[src/hdl/slpm_pkg.sv]
/*
 * Shared constants and types of the serial line power manager.
 * Assumes a single 50 MHz clock feeding every user of this package.
 */
package slpm_pkg;

    // ------------------------------------------------------------
    // Clock and timing
    // ------------------------------------------------------------
    localparam int     SLPM_CLK_HZ         = 50_000_000;
    localparam int     SLPM_CLK_PERIOD_NS  = 20;
    localparam int     SLPM_INACT_TIME_S   = 30;
    localparam longint SLPM_INACT_CYCLES_L = longint'(SLPM_INACT_TIME_S) * longint'(SLPM_CLK_HZ);
    localparam int     SLPM_IDLE_W         = 31;
    localparam logic [SLPM_IDLE_W-1:0] SLPM_INACT_CYCLES = SLPM_IDLE_W'(SLPM_INACT_CYCLES_L);
    localparam int     SLPM_ABSENT_TIME_NS = 30_000;
    localparam int     SLPM_ABSENT_CYCLES  = (SLPM_ABSENT_TIME_NS + SLPM_CLK_PERIOD_NS - 1) / SLPM_CLK_PERIOD_NS;
    localparam int     SLPM_DWELL_W        = 11;
    localparam int     SLPM_LINE_RATE_BPS  = 460_000;
    localparam int     SLPM_BIT_CYCLES     = (SLPM_CLK_HZ + SLPM_LINE_RATE_BPS - 1) / SLPM_LINE_RATE_BPS;
    localparam int     SLPM_BIT_W          = 7;

    // ------------------------------------------------------------
    // Structure and reset values
    // ------------------------------------------------------------
    localparam int   SLPM_CHANNELS      = 2;
    localparam int   SLPM_FIFO_DEPTH    = 8;
    localparam logic SLPM_ABSENT_N_RST  = 1'h0;
    localparam logic [SLPM_CHANNELS-1:0] SLPM_DRV_OUT_RST = 2'h3;
    localparam logic [SLPM_CHANNELS-1:0] SLPM_RX_OUT_RST  = 2'h3;

    typedef enum logic [1:0]
    {
        SLPM_ST_DOWN    = 2'b00,
        SLPM_ST_PUMP_UP = 2'b01,
        SLPM_ST_RUN     = 2'b10
    } slpm_state_type;

    // Everything that arrives from outside the clock domain
    typedef struct packed
    {
        logic                     keep_awake;
        logic                     shutdown_n;
        logic                     pump_reg;
        logic [SLPM_CHANNELS-1:0] rx_lvl;
        logic [SLPM_CHANNELS-1:0] rx_valid;
        logic [SLPM_CHANNELS-1:0] rx_quiet;
    } slpm_pins_type;

endpackage

[src/hdl/slpm_manager.sv]
/*
 * Power manager of a dual driver, dual receiver serial line transceiver,
 * with the FIFO that feeds the drivers.
 * Assumes analog comparators outside report line polarity, valid level,
 * quiet band and charge pump regulation as asynchronous logic levels.
 */
`timescale 1ns/1ps

module slpm_fifo
    import slpm_pkg::*;
#(
    parameter int WIDTH = SLPM_CHANNELS,
    parameter int DEPTH = SLPM_FIFO_DEPTH
)
(
    input  wire logic             CLK,
    input  wire logic             RESET_N,
    input  wire logic             CE,
    input  wire logic             IN_VALID,
    output logic                  IN_READY,
    input  wire logic [WIDTH-1:0] IN_DATA,
    output logic                  OUT_VALID,
    input  wire logic             OUT_READY,
    output logic      [WIDTH-1:0] OUT_DATA
);
    localparam int AW = (DEPTH > 1) ? $clog2(DEPTH) : 1;

    if (DEPTH < 2 || (1 << AW) != DEPTH || WIDTH < 1)
    begin : g_bad_shape
        $error("slpm_fifo needs a power of two depth of at least 2");
    end

    logic [WIDTH-1:0] mem [DEPTH];
    logic [AW-1:0]    wr_ptr;
    logic [AW-1:0]    rd_ptr;
    logic [AW:0]      count;
    logic [AW-1:0]    next_wr_ptr;
    logic [AW-1:0]    next_rd_ptr;
    logic [AW:0]      next_count;
    logic             push;
    logic             pop;

    assign IN_READY  = (count != (AW+1)'(DEPTH));
    assign OUT_VALID = (count != '0);
    assign OUT_DATA  = mem[rd_ptr];

    always_comb
    begin
        push        = IN_VALID && IN_READY && CE;
        pop         = OUT_VALID && OUT_READY && CE;
        next_wr_ptr = push ? wr_ptr + AW'(1) : wr_ptr;
        next_rd_ptr = pop ? rd_ptr + AW'(1) : rd_ptr;
        next_count  = count + (AW+1)'(push) - (AW+1)'(pop);
    end

    always_ff @(posedge CLK or negedge RESET_N)
    begin
        if (!RESET_N)
        begin
            wr_ptr <= '0;
            rd_ptr <= '0;
            count  <= '0;
        end
        else
        begin
            wr_ptr <= next_wr_ptr;
            rd_ptr <= next_rd_ptr;
            count  <= next_count;
        end
    end

    // Storage carries no reset; only the pointers and count decide what is valid
    always_ff @(posedge CLK)
    begin
        if (push)
        begin
            mem[wr_ptr] <= IN_DATA;
        end
    end
endmodule // slpm_fifo

module slpm_manager
    import slpm_pkg::*;
#(
    parameter logic [SLPM_IDLE_W-1:0] INACT_CYCLES = SLPM_INACT_CYCLES
)
(
    input  wire logic                     CLK,
    input  wire logic                     RESET_N,
    input  wire logic                     CE,
    input  wire logic                     KEEP_AWAKE_IN,
    input  wire logic                     SHUTDOWN_N_IN,
    input  wire logic                     PUMP_REGULATED,
    input  wire logic [SLPM_CHANNELS-1:0] RX_LINE_IN,
    input  wire logic [SLPM_CHANNELS-1:0] RX_LINE_VALID,
    input  wire logic [SLPM_CHANNELS-1:0] RX_LINE_QUIET,
    input  wire logic                     TX_VALID,
    output logic                          TX_READY,
    input  wire logic [SLPM_CHANNELS-1:0] TX_DATA,
    output logic                          PUMP_EN,
    output logic                          READY,
    output logic      [SLPM_CHANNELS-1:0] DRV_OUT,
    output logic      [SLPM_CHANNELS-1:0] DRV_OE,
    output logic      [SLPM_CHANNELS-1:0] RX_LOGIC_OUT,
    output logic                          SIG_ABSENT_N
);
    if (INACT_CYCLES < SLPM_IDLE_W'(2))
    begin : g_bad_timer
        $error("slpm_manager needs an inactivity count of at least 2");
    end

    // ------------------------------------------------------------
    // Input synchronisers
    // ------------------------------------------------------------
    slpm_pins_type pins_raw;
    slpm_pins_type sync1;
    slpm_pins_type sync2;
    slpm_pins_type sync3;
    slpm_pins_type clean;
    slpm_pins_type next_clean;

    assign pins_raw = '{keep_awake: KEEP_AWAKE_IN, shutdown_n: SHUTDOWN_N_IN, pump_reg: PUMP_REGULATED,
                        rx_lvl: RX_LINE_IN, rx_valid: RX_LINE_VALID, rx_quiet: RX_LINE_QUIET};

    // A bit only moves once the last two stages agree, which drops one-cycle glitches
    always_comb
    begin
        next_clean = (sync2 ~^ sync3) & sync3 | (sync2 ^ sync3) & clean;
    end

    always_ff @(posedge CLK or negedge RESET_N)
    begin
        if (!RESET_N)
        begin
            sync1 <= '0;
            sync2 <= '0;
            sync3 <= '0;
            clean <= '0;
        end
        else if (CE)
        begin
            sync1 <= pins_raw;
            sync2 <= sync1;
            sync3 <= sync2;
            clean <= next_clean;
        end
    end

    // ------------------------------------------------------------
    // Activity detection and receive path
    // ------------------------------------------------------------
    logic [SLPM_CHANNELS-1:0] prev_lvl;
    logic [SLPM_CHANNELS-1:0] prev_valid;
    logic [SLPM_CHANNELS-1:0] rx_out;
    logic [SLPM_CHANNELS-1:0] next_rx_out;
    logic                     rx_edge;
    logic                     activity;
    logic                     fifo_in_ready;
    logic                     fifo_out_valid;
    logic [SLPM_CHANNELS-1:0] fifo_out_data;
    slpm_state_type           state;

    always_comb
    begin
        rx_edge     = |((clean.rx_lvl ^ prev_lvl) | (clean.rx_valid & ~prev_valid));
        next_rx_out = ~clean.rx_lvl;
        // Host words and a backlog seen while asleep count as receiver edges
        activity    = rx_edge || (TX_VALID && fifo_in_ready)
                      || (fifo_out_valid && state == SLPM_ST_DOWN);
    end

    // The receive register ignores power state on purpose
    always_ff @(posedge CLK or negedge RESET_N)
    begin
        if (!RESET_N)
        begin
            prev_lvl   <= '0;
            prev_valid <= '0;
            rx_out     <= SLPM_RX_OUT_RST;
        end
        else if (CE)
        begin
            prev_lvl   <= clean.rx_lvl;
            prev_valid <= clean.rx_valid;
            rx_out     <= next_rx_out;
        end
    end

    assign RX_LOGIC_OUT = rx_out;

    // ------------------------------------------------------------
    // Signal presence detector
    // ------------------------------------------------------------
    logic                    absent_n;
    logic                    next_absent_n;
    logic [SLPM_DWELL_W-1:0] dwell;
    logic [SLPM_DWELL_W-1:0] next_dwell;

    // Runs independent of power state so the host may feed it to the force pins
    always_comb
    begin
        next_absent_n = absent_n;
        next_dwell    = dwell;
        if (|clean.rx_valid)
        begin
            next_absent_n = 1'h1;
            next_dwell    = '0;
        end
        else if (&clean.rx_quiet)
        begin
            if (dwell == SLPM_DWELL_W'(SLPM_ABSENT_CYCLES))
            begin
                next_absent_n = 1'h0;
            end
            else
            begin
                next_dwell = dwell + SLPM_DWELL_W'(1);
            end
        end
        else
        begin
            next_dwell = '0;
        end
    end

    always_ff @(posedge CLK or negedge RESET_N)
    begin
        if (!RESET_N)
        begin
            absent_n <= SLPM_ABSENT_N_RST;
            dwell    <= '0;
        end
        else if (CE)
        begin
            absent_n <= next_absent_n;
            dwell    <= next_dwell;
        end
    end

    assign SIG_ABSENT_N = absent_n;

    // ------------------------------------------------------------
    // Power state machine and inactivity timer
    // ------------------------------------------------------------
    logic                   auto_en;
    logic                   forced_on;
    slpm_state_type         next_state;
    logic [SLPM_IDLE_W-1:0] idle;
    logic [SLPM_IDLE_W-1:0] next_idle;
    logic                   expired;

    always_comb
    begin
        auto_en   = !clean.keep_awake && clean.shutdown_n;
        forced_on = clean.keep_awake && clean.shutdown_n;
        expired   = auto_en && !activity && idle == INACT_CYCLES - SLPM_IDLE_W'(1);
        next_idle = (activity || !auto_en || state == SLPM_ST_DOWN) ? '0 : idle + SLPM_IDLE_W'(1);
        next_state = state;
        case (state)
            SLPM_ST_DOWN:
            begin
                if (forced_on || (auto_en && activity))
                begin
                    next_state = SLPM_ST_PUMP_UP;
                end
            end
            SLPM_ST_PUMP_UP:
            begin
                if (clean.pump_reg)
                begin
                    next_state = SLPM_ST_RUN;
                end
            end
            SLPM_ST_RUN:
            begin
                if (!clean.pump_reg)
                begin
                    next_state = SLPM_ST_PUMP_UP;
                end
                else if (expired)
                begin
                    next_state = SLPM_ST_DOWN;
                end
            end
            default:
            begin
                next_state = SLPM_ST_DOWN;
            end
        endcase
        if (!clean.shutdown_n)
        begin
            next_state = SLPM_ST_DOWN;
        end
        else if (expired && state == SLPM_ST_PUMP_UP)
        begin
            next_state = SLPM_ST_DOWN;
        end
    end

    always_ff @(posedge CLK or negedge RESET_N)
    begin
        if (!RESET_N)
        begin
            state <= SLPM_ST_DOWN;
            idle  <= '0;
        end
        else if (CE)
        begin
            state <= next_state;
            idle  <= next_idle;
        end
    end

    assign PUMP_EN = (state != SLPM_ST_DOWN);
    assign READY   = (state == SLPM_ST_RUN);
    assign DRV_OE  = {SLPM_CHANNELS{state == SLPM_ST_RUN}};

    // ------------------------------------------------------------
    // Transmit path
    // ------------------------------------------------------------
    logic [SLPM_CHANNELS-1:0] drv;
    logic [SLPM_CHANNELS-1:0] next_drv;
    logic [SLPM_BIT_W-1:0]    bit_cnt;
    logic [SLPM_BIT_W-1:0]    next_bit_cnt;
    logic                     pop;

    // Words only leave while ready, so an asleep device back-pressures the host
    slpm_fifo #(.WIDTH(SLPM_CHANNELS), .DEPTH(SLPM_FIFO_DEPTH)) u_fifo
    (
        .CLK       (CLK),
        .RESET_N   (RESET_N),
        .CE        (CE),
        .IN_VALID  (TX_VALID),
        .IN_READY  (fifo_in_ready),
        .IN_DATA   (TX_DATA),
        .OUT_VALID (fifo_out_valid),
        .OUT_READY (pop),
        .OUT_DATA  (fifo_out_data)
    );

    assign TX_READY = fifo_in_ready;

    always_comb
    begin
        pop          = fifo_out_valid && state == SLPM_ST_RUN && bit_cnt == '0;
        next_drv     = pop ? ~fifo_out_data : drv;
        next_bit_cnt = pop ? SLPM_BIT_W'(SLPM_BIT_CYCLES - 1)
                           : (bit_cnt != '0 ? bit_cnt - SLPM_BIT_W'(1) : bit_cnt);
    end

    always_ff @(posedge CLK or negedge RESET_N)
    begin
        if (!RESET_N)
        begin
            drv     <= SLPM_DRV_OUT_RST;
            bit_cnt <= '0;
        end
        else if (CE)
        begin
            drv     <= next_drv;
            bit_cnt <= next_bit_cnt;
        end
    end

    assign DRV_OUT = drv;

    // ------------------------------------------------------------
    // Assertions
    // ------------------------------------------------------------
    localparam int ABSENT_MIN = SLPM_ABSENT_CYCLES;

    property p_auto_gate;
        @(posedge CLK) disable iff (!RESET_N)
        (CE && state == SLPM_ST_RUN && clean.pump_reg && !auto_en && clean.shutdown_n) |=> state == SLPM_ST_RUN;
    endproperty
    a_auto_gate: assert property (p_auto_gate) else $error("Forced-on device left run");

    property p_timeout;
        @(posedge CLK) disable iff (!RESET_N)
        (CE && state == SLPM_ST_RUN && clean.pump_reg && expired) |=> state == SLPM_ST_DOWN && !READY;
    endproperty
    a_timeout: assert property (p_timeout) else $error("No power-down after idle time");

    property p_wake;
        @(posedge CLK) disable iff (!RESET_N)
        (CE && state == SLPM_ST_DOWN && auto_en && activity) |=> state == SLPM_ST_PUMP_UP && PUMP_EN;
    endproperty
    a_wake: assert property (p_wake) else $error("Edge did not wake the device");

    property p_valid_level;
        @(posedge CLK) disable iff (!RESET_N)
        (CE && |clean.rx_valid) |=> SIG_ABSENT_N;
    endproperty
    a_valid_level: assert property (p_valid_level) else $error("Signal output low with valid level");

    property p_quiet_dwell;
        @(posedge CLK) disable iff (!RESET_N)
        $fell(SIG_ABSENT_N) |-> $past(dwell) == SLPM_DWELL_W'(ABSENT_MIN);
    endproperty
    a_quiet_dwell: assert property (p_quiet_dwell) else $error("Signal output fell too early");

    property p_rx_follow;
        @(posedge CLK) disable iff (!RESET_N)
        CE |=> RX_LOGIC_OUT == ~$past(clean.rx_lvl);
    endproperty
    a_rx_follow: assert property (p_rx_follow) else $error("Receiver output did not follow line");

    property p_down_outputs;
        @(posedge CLK) disable iff (!RESET_N)
        (READY || DRV_OE != '0) |-> READY && DRV_OE == '1 && PUMP_EN && $past(clean.pump_reg);
    endproperty
    a_down_outputs: assert property (p_down_outputs) else $error("Drivers on without pump");

    property p_shutdown;
        @(posedge CLK) disable iff (!RESET_N)
        (CE && !clean.shutdown_n) |=> state == SLPM_ST_DOWN && !PUMP_EN && !READY;
    endproperty
    a_shutdown: assert property (p_shutdown) else $error("Shutdown did not power down");

    property p_timer_restart;
        @(posedge CLK) disable iff (!RESET_N)
        (CE && activity) |=> idle == '0;
    endproperty
    a_timer_restart: assert property (p_timer_restart) else $error("Edge did not restart timer");

    property p_bit_spacing;
        @(posedge CLK) disable iff (!RESET_N)
        (CE && pop) |=> !pop [*8];
    endproperty
    a_bit_spacing: assert property (p_bit_spacing) else $error("Driver words too close");
endmodule // slpm_manager

[config.mk]
export PLATFORM = sky130hd
export DESIGN_NAME = slpm_manager
export DESIGN_NICKNAME = d
export VERILOG_FILES = /design/src/hdl/slpm_pkg.sv /design/src/hdl/slpm_manager.sv
export SDC_FILE = /design/constraint.sdc
export NUM_CORES = 1
export LEC_CHECK = 0
export BUFFER_PORTS_ARGS = -buffer_cell sky130_fd_sc_hd__buf_4
export CAP_MARGIN = 20
export CORE_ASPECT_RATIO = 1.1
export CORE_MARGIN = 5
export CORE_UTILIZATION = 54
export DETAILED_ROUTE_END_ITERATION = 8
export PLACE_DENSITY = 0.81
export SLEW_MARGIN = 0
export SYNTH_ARGS = -nofsm -noshare
export SYNTH_HDL_FRONTEND = slang
export SYNTH_HIERARCHICAL = 1
export SYNTH_SLANG_ARGS = --single-unit
[constraint.sdc]
create_clock -name CLK -period 2.7 [get_ports CLK]
set_input_delay 0.135 -clock CLK [delete_from_list [all_inputs] [get_ports CLK]]
set_output_delay 0.135 -clock CLK [all_outputs]
set_load 0.01 [all_outputs]
Yosys cells after proc, flatten, opt, wreduce, memory -nomap -nowiden
Memory sizes are Yosys's and may differ from the RTL's.
Index checks and enable logic that the tools add are counted.
Storage, ports and cells
  register bits: 106
  bits in writable memories: 16
  bits of input ports: 15
  output and inout port bits: 10
  logic and storage cells: 119
  memories kept: 1
Memories
  u_fifo.mem: depth 8, bits a word 2, rd ports 1, clocked after Yosys merged registers in 0, write ports 1, line slpm_manager.sv:33  | logic [WIDTH-1:0] mem [DEPTH];
Operators by class
  add/subtract/negate cells: 7
  equality and inequality tests: 9
  mux-type cells: 18
  bitwise gates (word level): 11
  reduce and logical (&&, ||, !) cells: 37
Operator list (number)
  $mux W11: 3
  $add A31 B1 Y31 const B: 1
  $eq A31 B31 Y1 const B: 1
  $mux W31: 1
  $and A9 B9 Y9: 2
  $mux W7: 2
  $logic_and A1 B1 Y1: 13
  $mux W2: 6
  $add A11 B1 Y11 const B: 1
  $eq A11 B11 Y1 const B: 1
  $or A9 B9 Y9: 1
  $xnor A9 B9 Y9: 1
  $xor A9 B9 Y9: 1
  $reduce_and A2 Y1: 4
  $reduce_bool A2 Y1: 4
  $logic_not A7 Y1: 1
  $reduce_bool A7 Y1: 1
  $sub A7 B1 Y7 const B: 1
  $add A3 B1 Y3 const B: 2
  $not A2 Y2: 3
  $pmux W2 S3: 1
  $logic_or A1 B1 Y1: 5
  $mux W1: 5
  $ne A5 B3 Y1 const B: 1
  other kinds (17): 20

Depth between registers and ports, before layout
  depth after elaboration: 14
  gate-level depth with buffers: 14
  depth with buffers taken out: 14

By module
The synthesis kept the hierarchy.
Modules (own cells, without submodules)
  slpm_manager: instances 1, cells an instance 425, area an instance 4670.7 µm², sequential area each 2407.3 µm²
  slpm_fifo: instances 1, cells an instance 80, area an instance 1214.9 µm², sequential area each 730.7 µm²

Worst setup path before layout
Ideal clock, no wire load.
  kind: reg-to-reg
  start: register bit_cnt[0]
  end: register u_fifo.count[2]
  setup time: 122 ps
  data arrival time: 2600 ps
  required time: 2578 ps
  setup slack: -23 ps
  stages on the path, launching flop included: 13
  buffers on the path: 0
  period minus slack after synthesis: 2723 ps
  cells stage by stage: dfrtp_1 inv_1 ha_1 or3b_4 or3_1 nor2_1 nand2_1 nor2_1 ha_1 inv_1 ha_1 fa_1 xor2_1
On the way
  longest elaborated chain between the ends: 5
Ends and longest elaborated chain
  start: declaration: line slpm_manager.sv:323  | logic [SLPM_BIT_W-1:0] bit_cnt;
  start signal: assignment: line slpm_manager.sv:361  | bit_cnt <= next_bit_cnt;
  $logic_not A7 Y1: line slpm_manager.sv:345  | pop = fifo_out_valid && state == SLPM_ST_RUN && bit_cnt == '0;
  $logic_and A1 B1 Y1: line slpm_manager.sv:345
  named net pop: line slpm_manager.sv:325  | logic pop;
  $logic_and A1 B1 Y1 (2 in series): line slpm_manager.sv:50  | pop = OUT_VALID && OUT_READY && CE;
  named net u_fifo.pop: line slpm_manager.sv:41  | logic pop;
  $sub A4 B1 Y4: line slpm_manager.sv:53  | next_count = count + (AW+1)'(push) - (AW+1)'(pop);
  named net u_fifo.next_count[2]: line slpm_manager.sv:39  | logic [AW:0] next_count;
  end signal: assignment: line slpm_manager.sv:68  | count <= next_count;
  end: declaration: line slpm_manager.sv:36  | logic [AW:0] count;
The timed path passes the listed nets, and every way through them passes these cells.
A chain may end at the register's enable or synchronous reset.

Final worst setup path
  start: register bit_cnt[1]
  end: register u_fifo.count[1]
The elaborated chain is that of the path after synthesis.

==> reports/qor.csv <==
metric,value,unit
outcome,"finished, final reports clean",
Final min period,2670,ps
combinational fraction of design power,0.193,
post-synth top area share,0.434,
Avg Inst Size Synth,11.7,um^2
post-synth top area cell,dfrtp_1,
fin util,0.648,
total clock sinks,122,
Final Hold Viols,0,
Syn Std Cell Area,0.00589,mm^2
CP Capture Type,register,
RR Endpoint,u_fifo/count[1],
clk root buf,clkbuf_16,
sw power,1.61,mW
total gr overflow,0,
Residual DRC,0,
CP max stage cell,fa_2,
total die area,0.0131,mm^2
"Top FF cell, synth",dfrtp_1,
wire length per cell,15.8,um
worst hold slack,170,ps
Rel. slew slack,0.299,
setup violators final,0,
Initial Utilization,0.544,
clk_lat worst skew,400,ps
ANT nets after route,0,
CTS tree,yes,
Die Wd,110,um
"Data arrival, critical path",2950,ps
share of layout cells above drive strength 1,0.240,
Yosys reg bits,122,
distinct cell type count after synthesis,65,
sequential fraction of design power,0.423,
antenna violations before repair,0,
Clock transition at path regs,50,ps
critical path type,reg2reg,
CP Data Required Time,2970,ps
Area Overhead vs Synth,19.0,%
commonest cells in the netlist,"dfrtp_1 (102), nor2_1 (57), nand2_1 (47)",
port bufs,24,
Inst Count DP,668,
reg2reg path depth,11,
Int Pwr,4.14,mW
Non-Filler Instances,714,
Synthesis Warnings,6,
CP max FO,2,
Slew @ Worst Pin,1050,ps
HP Class,in2reg,
via count,3972,
Synth async-reset ratio,0.869,
final wirelength,11.3,mm
GRT Total Usage,0.188,
die height,119,um
setup_tns,0,ps
crit path cell chain,"inv_2, ha_2, or3b_4, or3_4, nor2_1, nand2_1, nor2_4, ha_4, inv_2, ha_4, fa_2",
post-synthesis sequential area ratio,0.533,
switch share,0.280,
capture point of the worst path,u_fifo/count[1],
routability cong.,0.806,
Max VDD drop,650,uV
Worst Setup SP,bit_cnt[1],
syn_nets,542,
RR Startpoint,bit_cnt[1],
"count leader, synth",dfrtp_1,
I/O pin count,25,
n_diodes,0,
CTS buffer count,17,
Leak,3.02,nW
PnR worst setup slack,28.3,ps
routed vias/inst,5.56,
CP startpoint kind,register,
H-tree lvl count,4,
Power Dens Cells,820,mW/mm^2
core area,0.0108,mm^2
drt pass-1 iters,5,
Max Clk Rate,0.374,GHz
vias in the first global route,4187,
initial DRC count,166,
max incr delay on CP,430,ps
largest net degree at the start of global routing,63,
R2R setup slack,30,ps
clock share of power,0.384,
"worst slack, placed",-30.6,ps
Post-synth EDFFs,16,
first-pass GRT wire length,19.5,mm
max-cap viol count,0,
"Slew Viols, Final",0,
synth top area cells,"dfrtp_1 (43%), edfxtp_1 (8.2%), mux2_2 (6.7%), xor2_1 (4.6%), ha_1 (4.5%)",
Gate Count Post-Synth,505,
number of cell rows,40,
fin crit share,0.990,
clk_skew,7.70,ps
NumNets Final,592,
hpwl dp,7.05,mm
Max Root-Sink Buffers,2,
[worst max-delay path, delay by kind of cell (launching register included)]
family | cells | cell delay [ps]
buf+inv | 2 | 130
fa+ha+maj | 4 | 940
simple gates | 5 | 1090
flops | 1 | 390
[metal layers]
| layer | wire length, um | vias up | global-route usage |
|---|---|---|---|
| li1 | - | 1878 | - |
| met1 | 4700 | 2000 | 0.237 |
| met2 | 5990 | 68 | 0.317 |
| met3 | 385 | 26 | 0.0425 |
| met4 | 224 | 0 | 0.0670 |
| met5 | 0 | - | 0 |
[placed cells by master (no fill, tap or decap), drive strengths merged, types with 18 or more instances in the layout]
cell    count
nand3      20
clkbuf     24
nor2       59
o21ai      23
xor2       31
mux2       35
buf        34
nand4      18
ha         21
dfrtp     102
nand2      49
[metrics by stage]
stage	total power, mW	area [um^2]
floorplan	3.11	5890
global placement	3.34	6220
detailed placement	3.44	6220
CTS	5.71	6940
global route	6.05	7000
finish	5.75	7000
[cell families after synthesis]
| logic type | Yosys count | synth area share |
|---|---|---|
| adder cells (fa/ha/maj) | 22 | 0.0480 |
| AO/OA/AOI/OAI | 41 | 0.0497 |
| multiplexers | 40 | 0.0865 |
| XOR/XNOR | 46 | 0.0685 |
| flip-flops | 122 | 0.533 |
| AND/OR/NAND/NOR | 203 | 0.188 |
| buffers and inverters | 31 | 0.0266 |
[power groups by stage]
stage / clock network, mW / logic, mW / registers, mW
floorplan: 0 / 0.736 / 2.38
global placement: 0 / 0.930 / 2.41
detailed placement: 0 / 0.993 / 2.45
CTS: 2.24 / 1.06 / 2.42
global route: 2.34 / 1.24 / 2.48
finish: 2.21 / 1.11 / 2.43
[registers in the layout, indices dropped and copies added, names as in the netlist, 4 cells and up]
name and count:
idle 31, u_fifo/mem 16, dwell 11, clean 9, sync1 9, sync2 9
sync3 9, bit_cnt 7, u_fifo/count 4
[worst min-delay path by stage]
stage | startpoint | endpoint | slack [ps] | cells after the start
4_1_cts | CE | clean[1] | 160 | 3
5_1_grt | CE | clean[1] | 180 | 3
3_5_place_dp | RESET_N | u_fifo/rd_ptr[2] | 170 | 1
6_report | CE | clean[2] | 170 | 3
3_3_place_gp | RESET_N | u_fifo/rd_ptr[2] | 180 | 1
2_1_floorplan | RESET_N | SIG_ABSENT_N | -160 | 0
[final cells by class]
type	instances	area [um^2]
clock buffers	24	492
clock inverters	7	91.3
fillers	811	3810
inverters	16	60.1
multi-input cells	352	2650
flip-flops and latches	122	3140
well taps	147	184
repair buffers	46	388
[what timing repair did]
action / CTS / global route
hold buffers: 12 / 0
pin swaps: 2 / 1
setup buffers: 1 / 2
setup endpoints to repair: 3 / 3
endpoints found under the hold margin: 67 / 0
resized for setup: 3 / 10
(Power assumes the default switching activity.)
